--- src/rtl/tone_fsk_regs.vh ---
// register offsets, fields and timing constants of the tone and caller id block
`ifndef TONE_FSK_REGS_VH
`define TONE_FSK_REGS_VH
// register offsets
`define ADDR_T1_FREQ      5'h00
`define ADDR_T1_AMP       5'h01
`define ADDR_T1_PHASE     5'h02
`define ADDR_T1_ACTIVE    5'h03
`define ADDR_T1_INACTIVE  5'h04
`define ADDR_T2_FREQ      5'h05
`define ADDR_T2_AMP       5'h06
`define ADDR_T2_PHASE     5'h07
`define ADDR_T2_ACTIVE    5'h08
`define ADDR_T2_INACTIVE  5'h09
`define ADDR_CID_BYTE     5'h0a
`define ADDR_SPACE_FREQ   5'h0b
`define ADDR_MARK_FREQ    5'h0c
`define ADDR_SPACE_AMP    5'h0d
`define ADDR_MARK_AMP     5'h0e
`define ADDR_RISE_HI      5'h0f
`define ADDR_RISE_LO      5'h10
`define ADDR_FALL_HI      5'h11
`define ADDR_FALL_LO      5'h12
`define ADDR_OSC_CONTROL  5'h13
`define ADDR_OSC_MODE     5'h14
`define ADDR_IRQ_ENABLE   5'h15
`define ADDR_IRQ_VECTOR   5'h16
// osc control fields, generator 2 sits GEN2_SHIFT bits higher
`define CTL_OSC_ON        0
`define CTL_ACTIVE_EN     1
`define CTL_INACTIVE_EN   2
`define CTL_SIGNAL        3
`define CTL_ROUTE         4
`define CTL_GEN2_SHIFT    8
// osc mode fields
`define MODE_ZC1          0
`define MODE_ZC2          1
`define MODE_FSK_SEL      2
`define MODE_RAW8         3
`define MODE_BYTE_FULL    4
// interrupt fields
`define IRQ_G1_ACTIVE     0
`define IRQ_G1_INACTIVE   1
`define IRQ_G2_ACTIVE     2
`define IRQ_G2_INACTIVE   3
`define IRQ_FSK_BYTE      4
`define IRQ_BITS          5
// reset values
`define RST_WORD          16'h0000
// frame lengths
`define LEN_FRAMED        4'ha
`define LEN_RAW           4'h8
// timing
`define CLK_PERIOD_NS     10
`define TONE_STEP_NS      125000
`define FSK_STEP_NS       41660
`endif

--- src/rtl/cadence_timer.v ---
// active / inactive cadence timer driving one oscillator enable bit
`timescale 1ns/1ns
module cadence_timer #(
   parameter CNT_W = 16
) (
   // clock and reset
   input  wire             clk_in,
   input  wire             nrst_in,
   // controls
   input  wire             tick_in,
   input  wire             sw_write_in,
   input  wire             sw_on_in,
   input  wire             active_en_in,
   input  wire             inactive_en_in,
   input  wire [CNT_W-1:0] active_time_in,
   input  wire [CNT_W-1:0] inactive_time_in,
   // state
   output reg              osc_on_out,
   output reg              active_done_out,
   output reg              inactive_done_out
);
   reg [CNT_W-1:0] count;

   always @(posedge clk_in or negedge nrst_in) begin
      if (!nrst_in) begin
         count             <= {CNT_W{1'b0}};
         osc_on_out        <= 1'b0;
         active_done_out   <= 1'b0;
         inactive_done_out <= 1'b0;
      end else begin
         active_done_out   <= 1'b0;
         inactive_done_out <= 1'b0;
         if (sw_write_in) begin
            osc_on_out <= sw_on_in;
            count      <= {CNT_W{1'b0}};
         end else if (!active_en_in && !inactive_en_in) begin
            count <= {CNT_W{1'b0}};
         end else if (tick_in && osc_on_out && active_en_in) begin
            if (count >= active_time_in) begin
               count           <= {CNT_W{1'b0}};
               osc_on_out      <= 1'b0;
               active_done_out <= 1'b1;
            end else begin
               count <= count + 1'b1;
            end
         end else if (tick_in && !osc_on_out && active_en_in && inactive_en_in) begin
            if (count >= inactive_time_in) begin
               count             <= {CNT_W{1'b0}};
               osc_on_out        <= 1'b1;
               inactive_done_out <= 1'b1;
            end else begin
               count <= count + 1'b1;
            end
         end
      end
   end
endmodule

--- src/rtl/fsk_serializer.v ---
// caller id byte serializer with optional start and stop framing
`timescale 1ns/1ns
`include "tone_fsk_regs.vh"
module fsk_serializer (
   // clock and reset
   input  wire        clk_in,
   input  wire        nrst_in,
   // controls
   input  wire        tick_in,
   input  wire        run_in,
   input  wire        raw8_in,
   input  wire [15:0] bit_time_in,
   input  wire        byte_full_in,
   input  wire [7:0]  byte_in,
   // stream
   output reg         take_out,
   output reg         bit_out
);
   reg [9:0]  shift;
   reg [3:0]  left;
   reg [15:0] count;
   wire       last_done;

   // last bit ends here, a waiting byte follows with no gap
   assign last_done = (left == 4'h1) && (count >= bit_time_in);

   always @(posedge clk_in or negedge nrst_in) begin
      if (!nrst_in) begin
         shift    <= 10'h3ff;
         left     <= 4'h0;
         count    <= 16'h0000;
         take_out <= 1'b0;
         bit_out  <= 1'b1;
      end else begin
         take_out <= 1'b0;
         if (!run_in) begin
            left    <= 4'h0;
            count   <= 16'h0000;
            bit_out <= 1'b1;
         end else if (byte_full_in && tick_in && (left == 4'h0 || last_done)) begin
            count    <= 16'h0000;                                // frame starts on a tick
            take_out <= 1'b1;
            if (raw8_in) begin
               bit_out <= byte_in[0];
               shift   <= {3'b111, byte_in[7:1]};
               left    <= `LEN_RAW;
            end else begin
               bit_out <= 1'b0;
               shift   <= {1'b1, 1'b1, byte_in};
               left    <= `LEN_FRAMED;
            end
         end else if (left == 4'h0) begin
            count   <= 16'h0000;
            bit_out <= 1'b1;
         end else if (tick_in) begin
            if (count >= bit_time_in) begin
               count <= 16'h0000;
               left  <= left - 4'h1;
               if (left != 4'h1) begin
                  bit_out <= shift[0];
                  shift   <= {1'b1, shift[9:1]};
               end
            end else begin
               count <= count + 16'h0001;
            end
         end
      end
   end
endmodule

--- src/rtl/tone_cadence_fsk_caller_id.v ---
// two cadenced tone generators with caller id fsk on generator 1
// Function
// - each generator owns an active timer and an inactive timer
// - output runs while active, suspended while inactive
// - both intervals count 125 us steps, 16 bits, up to about 8 s
// - one counter counts active, clears, counts inactive, alternating
// - with both timer enables set the timers drive the oscillator on bit
// - automatic cadence repeats until software clears the timer enables
// - zero cross stop makes each burst end on a waveform zero crossing
// - on bit plus active enable alone gives one single active burst
// - with both timer enables clear the on bit gates output directly
// - generator 2 behaves like generator 1 with its own bits
// - active and inactive expiry each raise an interrupt, own enable
// - pending bits per timer per generator read from interrupt vector
// - only generator 1 does fsk, with phase kept continuous
// - caller id byte is double buffered, interrupt as a byte starts
// - framing bit zero sends start and stop bits, one sends raw 8 bits
// - active timer sets the fsk bit period, byte rate is bit rate over 8 or 10
// - in fsk mode the active timer counts 41.66 us steps
// - zero bits use space coefficients, one bits use mark coefficients
// - transition coefficients apply at rising and falling bit edges
// - tone samples are computed at 8000 Hz
// - fsk coefficients are used at a 24000 Hz sample rate
//
// Our own choices: the register addresses and strobed register access.
`timescale 1ns/1ns
`include "tone_fsk_regs.vh"
module tone_cadence_fsk_caller_id #(
   parameter TONE_STEP_CYCLES = `TONE_STEP_NS / `CLK_PERIOD_NS,
   parameter FSK_STEP_CYCLES  = `FSK_STEP_NS / `CLK_PERIOD_NS
) (
   // clock and reset
   input  wire        clk_in,
   input  wire        nrst_in,
   // register port
   input  wire [4:0]  addr_in,
   input  wire [15:0] wr_data_in,
   input  wire        wr_in,
   input  wire        rd_in,
   output reg  [15:0] rd_data_out,
   // generator 1 audio
   output reg         gen1_active_out,
   output reg         gen1_path_route_out,
   output reg  [15:0] gen1_freq_out,
   output reg  [15:0] gen1_amp_out,
   output reg  [15:0] gen1_phase_out,
   output reg         fsk_bit_out,
   // generator 2 audio
   output reg         gen2_active_out,
   output reg         gen2_path_route_out,
   output reg  [15:0] gen2_freq_out,
   output reg  [15:0] gen2_amp_out,
   output reg  [15:0] gen2_phase_out
);
   localparam integer TONE_END  = TONE_STEP_CYCLES - 1;
   localparam integer FSK_END   = FSK_STEP_CYCLES - 1;
   localparam [13:0]  TONE_LAST = TONE_END[13:0];
   localparam [13:0]  FSK_LAST  = FSK_END[13:0];

   // only bits 15:3 of a frequency or fsk coefficient are significant
   function [15:0] coeff;
      input [15:0] value;
      begin
         coeff = {value[15:3], 3'b000};
      end
   endfunction

   // sign change of the phase marks a zero crossing
   function crossing;
      input [15:0] old_phase;
      input [15:0] new_phase;
      begin
         crossing = old_phase[15] ^ new_phase[15];
      end
   endfunction

   // coefficient store
   reg  [15:0] freq_c     [0:1];
   reg  [15:0] amp_c      [0:1];
   reg  [15:0] phase_c    [0:1];
   reg  [15:0] active_t   [0:1];
   reg  [15:0] inactive_t [0:1];
   reg  [15:0] space_freq;
   reg  [15:0] mark_freq;
   reg  [15:0] space_amp;
   reg  [15:0] mark_amp;
   reg  [15:0] rise_hi;
   reg  [15:0] rise_lo;
   reg  [15:0] fall_hi;
   reg  [15:0] fall_lo;
   reg  [7:0]  callerid_byte;
   reg         byte_full;
   // control
   reg  [1:0]  active_en;
   reg  [1:0]  inactive_en;
   reg  [1:0]  route;
   reg  [1:0]  zc_en;
   reg         fsk_sel;
   reg         raw8;
   reg  [`IRQ_BITS-1:0] irq_en;
   reg  [`IRQ_BITS-1:0] irq_vec;
   // timebase
   reg  [13:0] tone_div;
   reg  [13:0] fsk_div;
   reg         tone_tick;
   reg         fsk_tick;
   // generator state
   reg  [15:0] phase      [0:1];
   reg  [1:0]  gate;
   reg         prev_bit;
   reg  [1:0]  edge_kind;
   wire [1:0]  osc_on;
   wire [1:0]  a_done;
   wire [1:0]  i_done;
   wire [1:0]  ctl_write;
   wire        fsk_take;
   wire        fsk_bit;
   wire        fsk_run;
   wire [15:0] fsk_inc;
   wire [15:0] ctl_word;
   reg  [15:0] next_phase [0:1];
   reg  [1:0]  gen_tick;
   reg  [`IRQ_BITS-1:0] next_irq;
   integer     k, j;

   assign ctl_write[0] = wr_in && (addr_in == `ADDR_OSC_CONTROL);
   assign ctl_write[1] = ctl_write[0];
   assign fsk_run      = fsk_sel && osc_on[0];
   assign fsk_inc      = fsk_bit ? coeff(mark_freq) : coeff(space_freq);
   assign ctl_word     = {3'b000, route[1], gen2_active_out, inactive_en[1], active_en[1],
                          osc_on[1], 3'b000, route[0], gen1_active_out, inactive_en[0],
                          active_en[0], osc_on[0]};

   // 8 kHz tone tick and 24 kHz fsk tick
   always @(posedge clk_in or negedge nrst_in) begin
      if (!nrst_in) begin
         tone_div  <= 14'h0000;
         fsk_div   <= 14'h0000;
         tone_tick <= 1'b0;
         fsk_tick  <= 1'b0;
      end else begin
         tone_tick <= (tone_div == TONE_LAST);
         tone_div  <= (tone_div == TONE_LAST) ? 14'h0000 : tone_div + 14'h0001;
         fsk_tick  <= (fsk_div == FSK_LAST);
         fsk_div   <= (fsk_div == FSK_LAST) ? 14'h0000 : fsk_div + 14'h0001;
      end
   end

   // one cadence timer per generator
   genvar g;
   generate
      for (g = 0; g < 2; g = g + 1) begin : gen_cad
         cadence_timer #(
            .CNT_W            (16)
         ) u_cad (
            .clk_in           (clk_in),
            .nrst_in          (nrst_in),
            .tick_in          (tone_tick),
            .sw_write_in      (ctl_write[g]),
            .sw_on_in         (wr_data_in[`CTL_OSC_ON + g * `CTL_GEN2_SHIFT]),
            .active_en_in     (active_en[g] && !(g == 0 && fsk_sel)),
            .inactive_en_in   (inactive_en[g] && !(g == 0 && fsk_sel)),
            .active_time_in   (active_t[g]),
            .inactive_time_in (inactive_t[g]),
            .osc_on_out       (osc_on[g]),
            .active_done_out  (a_done[g]),
            .inactive_done_out(i_done[g])
         );
      end
   endgenerate

   fsk_serializer u_fsk (
      .clk_in      (clk_in),
      .nrst_in     (nrst_in),
      .tick_in     (fsk_tick),
      .run_in      (fsk_run),
      .raw8_in     (raw8),
      .bit_time_in (active_t[0]),
      .byte_full_in(byte_full),
      .byte_in     (callerid_byte),
      .take_out    (fsk_take),
      .bit_out     (fsk_bit)
   );

   // phase stepping and pending bits
   always @* begin
      gen_tick[0] = fsk_sel ? fsk_tick : tone_tick;
      gen_tick[1] = tone_tick;
      next_phase[0] = phase[0] + (fsk_sel ? fsk_inc : coeff(freq_c[0]));
      next_phase[1] = phase[1] + coeff(freq_c[1]);
      next_irq = irq_vec;
      if (wr_in && addr_in == `ADDR_IRQ_VECTOR) begin
         next_irq = irq_vec & ~wr_data_in[`IRQ_BITS-1:0];
      end
      next_irq = next_irq | (irq_en & {fsk_take, i_done[1], a_done[1], i_done[0], a_done[0]});
   end

   // register writes
   always @(posedge clk_in or negedge nrst_in) begin
      if (!nrst_in) begin
         for (k = 0; k < 2; k = k + 1) begin
            freq_c[k]     <= `RST_WORD;
            amp_c[k]      <= `RST_WORD;
            phase_c[k]    <= `RST_WORD;
            active_t[k]   <= `RST_WORD;
            inactive_t[k] <= `RST_WORD;
         end
         space_freq    <= `RST_WORD;
         mark_freq     <= `RST_WORD;
         space_amp     <= `RST_WORD;
         mark_amp      <= `RST_WORD;
         rise_hi       <= `RST_WORD;
         rise_lo       <= `RST_WORD;
         fall_hi       <= `RST_WORD;
         fall_lo       <= `RST_WORD;
         callerid_byte <= 8'h00;
         byte_full     <= 1'b0;
         active_en     <= 2'b00;
         inactive_en   <= 2'b00;
         route         <= 2'b00;
         zc_en         <= 2'b00;
         fsk_sel       <= 1'b0;
         raw8          <= 1'b0;
         irq_en        <= {`IRQ_BITS{1'b0}};
         irq_vec       <= {`IRQ_BITS{1'b0}};
      end else begin
         irq_vec <= next_irq;
         if (fsk_take) begin
            byte_full <= 1'b0;
         end
         if (wr_in) begin
            case (addr_in)
               `ADDR_T1_FREQ:     freq_c[0]     <= wr_data_in;
               `ADDR_T1_AMP:      amp_c[0]      <= wr_data_in;
               `ADDR_T1_PHASE:    phase_c[0]    <= wr_data_in;
               `ADDR_T1_ACTIVE:   active_t[0]   <= wr_data_in;
               `ADDR_T1_INACTIVE: inactive_t[0] <= wr_data_in;
               `ADDR_T2_FREQ:     freq_c[1]     <= wr_data_in;
               `ADDR_T2_AMP:      amp_c[1]      <= wr_data_in;
               `ADDR_T2_PHASE:    phase_c[1]    <= wr_data_in;
               `ADDR_T2_ACTIVE:   active_t[1]   <= wr_data_in;
               `ADDR_T2_INACTIVE: inactive_t[1] <= wr_data_in;
               `ADDR_CID_BYTE: begin
                  callerid_byte <= wr_data_in[7:0];
                  byte_full     <= 1'b1;
               end
               `ADDR_SPACE_FREQ:  space_freq <= wr_data_in;
               `ADDR_MARK_FREQ:   mark_freq  <= wr_data_in;
               `ADDR_SPACE_AMP:   space_amp  <= wr_data_in;
               `ADDR_MARK_AMP:    mark_amp   <= wr_data_in;
               `ADDR_RISE_HI:     rise_hi    <= wr_data_in;
               `ADDR_RISE_LO:     rise_lo    <= wr_data_in;
               `ADDR_FALL_HI:     fall_hi    <= wr_data_in;
               `ADDR_FALL_LO:     fall_lo    <= wr_data_in;
               `ADDR_OSC_CONTROL: begin
                  active_en   <= {wr_data_in[`CTL_ACTIVE_EN + `CTL_GEN2_SHIFT],
                                  wr_data_in[`CTL_ACTIVE_EN]};
                  inactive_en <= {wr_data_in[`CTL_INACTIVE_EN + `CTL_GEN2_SHIFT],
                                  wr_data_in[`CTL_INACTIVE_EN]};
                  route       <= {wr_data_in[`CTL_ROUTE + `CTL_GEN2_SHIFT],
                                  wr_data_in[`CTL_ROUTE]};
               end
               `ADDR_OSC_MODE: begin
                  zc_en   <= {wr_data_in[`MODE_ZC2], wr_data_in[`MODE_ZC1]};
                  fsk_sel <= wr_data_in[`MODE_FSK_SEL];
                  raw8    <= wr_data_in[`MODE_RAW8];
               end
               `ADDR_IRQ_ENABLE:  irq_en <= wr_data_in[`IRQ_BITS-1:0];
               default: begin
               end
            endcase
         end
      end
   end

   // burst gating with optional zero crossing stop
   always @(posedge clk_in or negedge nrst_in) begin
      if (!nrst_in) begin
         phase[0] <= `RST_WORD;
         phase[1] <= `RST_WORD;
         gate     <= 2'b00;
      end else begin
         for (j = 0; j < 2; j = j + 1) begin
            if (osc_on[j] && !gate[j]) begin
               gate[j]  <= 1'b1;
               phase[j] <= phase_c[j];
            end else if (gate[j] && gen_tick[j]) begin
               phase[j] <= next_phase[j];
               if (!osc_on[j] && crossing(phase[j], next_phase[j])) begin
                  gate[j] <= 1'b0;
               end
            end
            if (!osc_on[j] && !zc_en[j]) begin
               gate[j] <= 1'b0;
            end
         end
      end
   end

   // fsk bit edge tracking
   always @(posedge clk_in or negedge nrst_in) begin
      if (!nrst_in) begin
         prev_bit  <= 1'b1;
         edge_kind <= 2'b00;
      end else if (fsk_tick) begin
         prev_bit  <= fsk_bit;
         edge_kind <= {prev_bit & ~fsk_bit, ~prev_bit & fsk_bit};
      end
   end

   // audio side outputs
   always @(posedge clk_in or negedge nrst_in) begin
      if (!nrst_in) begin
         gen1_active_out     <= 1'b0;
         gen2_active_out     <= 1'b0;
         gen1_path_route_out <= 1'b0;
         gen2_path_route_out <= 1'b0;
         gen1_freq_out       <= `RST_WORD;
         gen1_amp_out        <= `RST_WORD;
         gen1_phase_out      <= `RST_WORD;
         gen2_freq_out       <= `RST_WORD;
         gen2_amp_out        <= `RST_WORD;
         gen2_phase_out      <= `RST_WORD;
         fsk_bit_out         <= 1'b1;
      end else begin
         gen1_active_out     <= gate[0];
         gen2_active_out     <= gate[1];
         gen1_path_route_out <= route[0];
         gen2_path_route_out <= route[1];
         gen1_phase_out      <= phase[0];
         gen2_phase_out      <= phase[1];
         gen2_freq_out       <= coeff(freq_c[1]);
         gen2_amp_out        <= amp_c[1];
         fsk_bit_out         <= fsk_sel ? fsk_bit : 1'b1;
         if (fsk_sel && edge_kind[0]) begin
            gen1_freq_out <= coeff(rise_hi);
            gen1_amp_out  <= coeff(rise_lo);
         end else if (fsk_sel && edge_kind[1]) begin
            gen1_freq_out <= coeff(fall_hi);
            gen1_amp_out  <= coeff(fall_lo);
         end else if (fsk_sel) begin
            gen1_freq_out <= fsk_inc;
            gen1_amp_out  <= fsk_bit ? coeff(mark_amp) : coeff(space_amp);
         end else begin
            gen1_freq_out <= coeff(freq_c[0]);
            gen1_amp_out  <= amp_c[0];
         end
      end
   end

   // register reads, unmapped reads return zero
   always @(posedge clk_in or negedge nrst_in) begin
      if (!nrst_in) begin
         rd_data_out <= `RST_WORD;
      end else if (rd_in) begin
         case (addr_in)
            `ADDR_T1_FREQ:     rd_data_out <= freq_c[0];
            `ADDR_T1_AMP:      rd_data_out <= amp_c[0];
            `ADDR_T1_PHASE:    rd_data_out <= phase_c[0];
            `ADDR_T1_ACTIVE:   rd_data_out <= active_t[0];
            `ADDR_T1_INACTIVE: rd_data_out <= inactive_t[0];
            `ADDR_T2_FREQ:     rd_data_out <= freq_c[1];
            `ADDR_T2_AMP:      rd_data_out <= amp_c[1];
            `ADDR_T2_PHASE:    rd_data_out <= phase_c[1];
            `ADDR_T2_ACTIVE:   rd_data_out <= active_t[1];
            `ADDR_T2_INACTIVE: rd_data_out <= inactive_t[1];
            `ADDR_CID_BYTE:    rd_data_out <= {8'h00, callerid_byte};
            `ADDR_SPACE_FREQ:  rd_data_out <= space_freq;
            `ADDR_MARK_FREQ:   rd_data_out <= mark_freq;
            `ADDR_SPACE_AMP:   rd_data_out <= space_amp;
            `ADDR_MARK_AMP:    rd_data_out <= mark_amp;
            `ADDR_RISE_HI:     rd_data_out <= rise_hi;
            `ADDR_RISE_LO:     rd_data_out <= rise_lo;
            `ADDR_FALL_HI:     rd_data_out <= fall_hi;
            `ADDR_FALL_LO:     rd_data_out <= fall_lo;
            `ADDR_OSC_CONTROL: rd_data_out <= ctl_word;
            `ADDR_OSC_MODE:    rd_data_out <= {11'h000, byte_full, raw8, fsk_sel, zc_en};
            `ADDR_IRQ_ENABLE:  rd_data_out <= {11'h000, irq_en};
            `ADDR_IRQ_VECTOR:  rd_data_out <= {11'h000, irq_vec};
            default:           rd_data_out <= `RST_WORD;
         endcase
      end else begin
         rd_data_out <= `RST_WORD;
      end
   end
endmodule

--- config.mk ---
export PLATFORM = sky130hd
export DESIGN_NAME = tone_cadence_fsk_caller_id
export DESIGN_NICKNAME = d
export VERILOG_FILES = /design/src/rtl/cadence_timer.v /design/src/rtl/fsk_serializer.v /design/src/rtl/tone_cadence_fsk_caller_id.v
export VERILOG_INCLUDE_DIRS = /design/src /design/src/rtl
export SDC_FILE = /design/constraint.sdc
export NUM_CORES = 1
export LEC_CHECK = 0
export CAP_MARGIN = 20
export CORE_MARGIN = 2
export CORE_UTILIZATION = 35
export CTS_BUF_LIST = sky130_fd_sc_hd__clkbuf_4 sky130_fd_sc_hd__clkbuf_8
export CTS_CLUSTER_DIAMETER = 150
export DETAILED_ROUTE_END_ITERATION = 12
export DONT_BUFFER_PORTS = 1
export HOLD_SLACK_MARGIN = 0.08
export RECOVER_POWER = 25
export SYNTH_ARGS = -nofsm -noshare
export SYNTH_HDL_FRONTEND = slang
export SYNTH_SLANG_ARGS = --single-unit
--- constraint.sdc ---
create_clock -name clk_in -period 4.8 [get_ports clk_in]
set_clock_uncertainty 0.2 [all_clocks]
set_input_delay 0.48 -clock clk_in [delete_from_list [all_inputs] [get_ports clk_in]]
set_output_delay 0.48 -clock clk_in [all_outputs]
set_load 0.1 [all_outputs]
==> reports/metrics.cfg <==
[setup_path]
crit_arrival_ps=4100
crit_path_cell_trace=mux2i_1 > a21oi_1 > ha_1 > fa_1 > a211oi_1 > o21ai_0 > a21o_1 > nor3_1 > o21bai_1 > xor2_1 > a31o_2 > a221o_1
cp_slowest_stage_delay_ps=670
cp_slowest_cell=dfstp_2
startpoint_type=flop
cpLargestDelayFamily=compound AO/OA/AOI/OAI gates
worst-path-buf-inv=0
crit_type=flop to flop
crit_required_ps=5200
cp_max_fo=7
worstSetupEndpointType=flop

[finish]
utilization_pct=40.2
fillCellCount=7195
design_area_um2=30600
layout-drive-gt1-share_pct=24.0
syn2layout_area_growth_pct=13.2
final_nets=2529
final_cells=3503

[place]
numPortBuffers=0
post-place-ws_ps=1110
hpwlAfterDp_um=62600
placed_area_um2=28200
dp_cells=3295
gp_congestion=0.944

[clock_network]
cts_buffers=95
clock_sinks=563
tritoncts=built
cts_setup_buffers=0
clk_latency_ps=730
cts-root-buf=clkbuf_8
clock_path_buffers=3
cts-resized-gates=0
htree_num_levels=3
ctsHoldBuffers=23
clk_pin_slew_worst_paths_ps=60

[grt]
grt-ovfl-total=0
antenna_found_initial=7
grt_util_all_layers_pct=22.3
grt_pass1_vias=19700
grt_pass1_wl_um=132000
grt_start_max_net_pins=564

[synth]
netlist_area_um2=27100
synthArstFlopShare_pct=100
seq_area_frac_synth_pct=52.1
muxShareOfSynthArea_pct=15.5
synth_edf_count=0
synth-simple-area-share_pct=8.88
yosysWarnings=0
synth_top_area_share_pct=51.0
ys_types=77
synth_top_family_by_area=multiplexers
synth_compound_area_share_pct=13.3
syn_inst=2343
synthAdderAreaFrac_pct=5.37
avgSynthCellArea_um2=11.6
synth.area.top_cells=dfrtp_1 (51%), mux2_2 (14%), ha_1 (5.2%), nor2_1 (2.3%), a21oi_1 (2.2%)
ys.flop_type=dfrtp_1
synthXorXnorAreaFrac_pct=1.65
synth.ff_latch_count=563
yosysTopAreaCell=dfrtp_1

[power]
internal_power_mw=9.42
sw_frac_of_total_pct=39.8
p_clk_share_pct=30.5
cellPowerDensity_nw_per_um2=510
p_total_mw=15.6
peakVddDrop_mv=0.201
leakagePower_nw=14.1
p_comb_share_pct=14.6
seq_power_share_pct=54.9
p_switching_mw=6.22

[drt]
num_vias=20000
wl_met1_um=37700
top_layer_used=met5
post_drt_via_cell_ratio=5.72
wl_um=89500
drt_first_pass_iters=6
wl_met3_um=7460
ant_nets=0
drt-initial-drc-count=2082
drc=0
wl_per_cell_um=25.6
wl_met2_um=40900

[timing]
worst_slew_pin_slew_ps=1730
setup_viol=0
rsz0062_at_grt=no
hold_violations=562
layout_setup_ws_ps=1100
timing.final.crit_share_pct=77.2
period_needed_ps=3700
finalSetupTns_ps=0
fmax_mhz=270
slew_headroom_pct=-15.6
slew_violations=172
hold_slack_ps=-707

[outcome]
status=complete, but fails checks
violations=hold timing, slew limit

[die]
ios=142
dieArea_um2=79600
die_w_um=282
die_y_um=282
coreArea_um2=76200
start_util_pct=35.5
rows=101

[job]
cap_violations=0

[min_path]
hold_path.class=input port to async pin

area by class of cell:
type	count	area, um2	area share (%)
Multi-Input combinational cell	1568	12100	39.6
Clock inverter	19	196	0.641
Tap cell	1030	1290	4.21
Inverter	93	349	1.14
Sequential cell	563	14100	46.0
Clock buffer	158	1960	6.38
Antenna cell	4	10.0	0.0327
Timing Repair Buffer	68	593	1.94
synth_stat cells (13+ instances only):
master / instances
nand2_1: 140
inv_1: 93
nor3_1: 20
nand3_1: 48
a22o_1: 63
dfrtp_1: 552
buf_1: 14
a22oi_1: 71
nor2_1: 165
a31oi_1: 26
o21ai_0: 95
buf_2: 14
mux2_2: 325
nor2b_1: 14
xnor2_1: 23
clkbuf_1: 85
ha_1: 113
mux2i_1: 48
a21o_1: 13
a21oi_1: 117
and3_1: 29
xor2_1: 28
a221oi_1: 39
nand4_1: 18
path summary, 6_finish.rpt:
kind | startpoint | endpoint | slack, ps | cells after the start
worst max register to register | u_fsk.bit_out$_DFFE_PN1P_ | phase[31]$_DFFE_PN0P_ | 1100 | 12
worst max-delay path | u_fsk.bit_out$_DFFE_PN1P_ | phase[31]$_DFFE_PN0P_ | 1100 | 12
max in group asynchronous | nrst_in | rise_lo[2]$_DFFE_PN0P_ | 3700 | 0
worst min register to register | phase[16]$_DFFE_PN0P_ | gen1_phase_out[0]$_DFF_PN0_ | 180 | 0
worst min-delay path | nrst_in | gen2_freq_out[9]$_DFF_PN0_ | -710 | 0
min in group clk_in | wr_in | amp_c[16]$_DFFE_PN0P_ | 100 | 2
cell usage in the layout (no fill, tap or decap), types with 63 or more instances in the layout:
cell,n
ha_1,113
a21oi_1,117
o21ai_0,94
a22oi_1,71
a22o_1,63
nand2_1,140
mux2_2,325
inv_1,93
dfrtp_1,551
clkbuf_8,123
nor2_1,164
cells by family (layout without fill, tap and decap cells):
group	count (synthesis)	in the layout
AO/OA/AOI/OAI	517	517
XOR/XNOR	51	51
adder cells (fa/ha/maj)	115	115
buffers and inverters	217	338
flip-flops	563	563
multiplexers	375	375
other	1	10
AND/OR/NAND/NOR	504	504
flip-flops by register name (all words and copies together) (netlist names), 32 cells and up:
| register | flops |
|---|---|
| phase_c | 32 |
| phase | 32 |
| gen_cad.u_cad.count | 32 |
| freq_c | 32 |
| amp_c | 32 |
| inactive_t | 32 |
| active_t | 32 |
power groups by stage:
| stage | sequential (mW) | combinational, mW | clock (mW) |
|---|---|---|---|
| finish | 8.59 | 2.28 | 4.77 |
| global route | 8.68 | 2.50 | 5.08 |
| floorplan | 8.16 | 1.74 | 0 |
| CTS | 8.57 | 2.26 | 4.88 |
| global placement | 8.64 | 2.12 | 0 |
| detailed placement | 8.65 | 2.18 | 0 |
worst reg2reg max path: stages (launching register included):
cell and delay, ps:
dfstp_2 670, mux2i_1 220, a21oi_1 120, ha_1 240, fa_1 450, a211oi_1 310, o21ai_0 200, a21o_1 200
nor3_1 140, o21bai_1 130, xor2_1 190, a31o_2 280, a221o_1 280
routing by layer:
layer / up-vias / GRT usage [%]
met4: 4 / 8.99
met5: - / 0
met1: 10300 / 29.7
met2: 888 / 35.0
met3: 196 / 5.35
li1: 8672 / -
No activity file was read; power rests on OpenSTA's default activity.
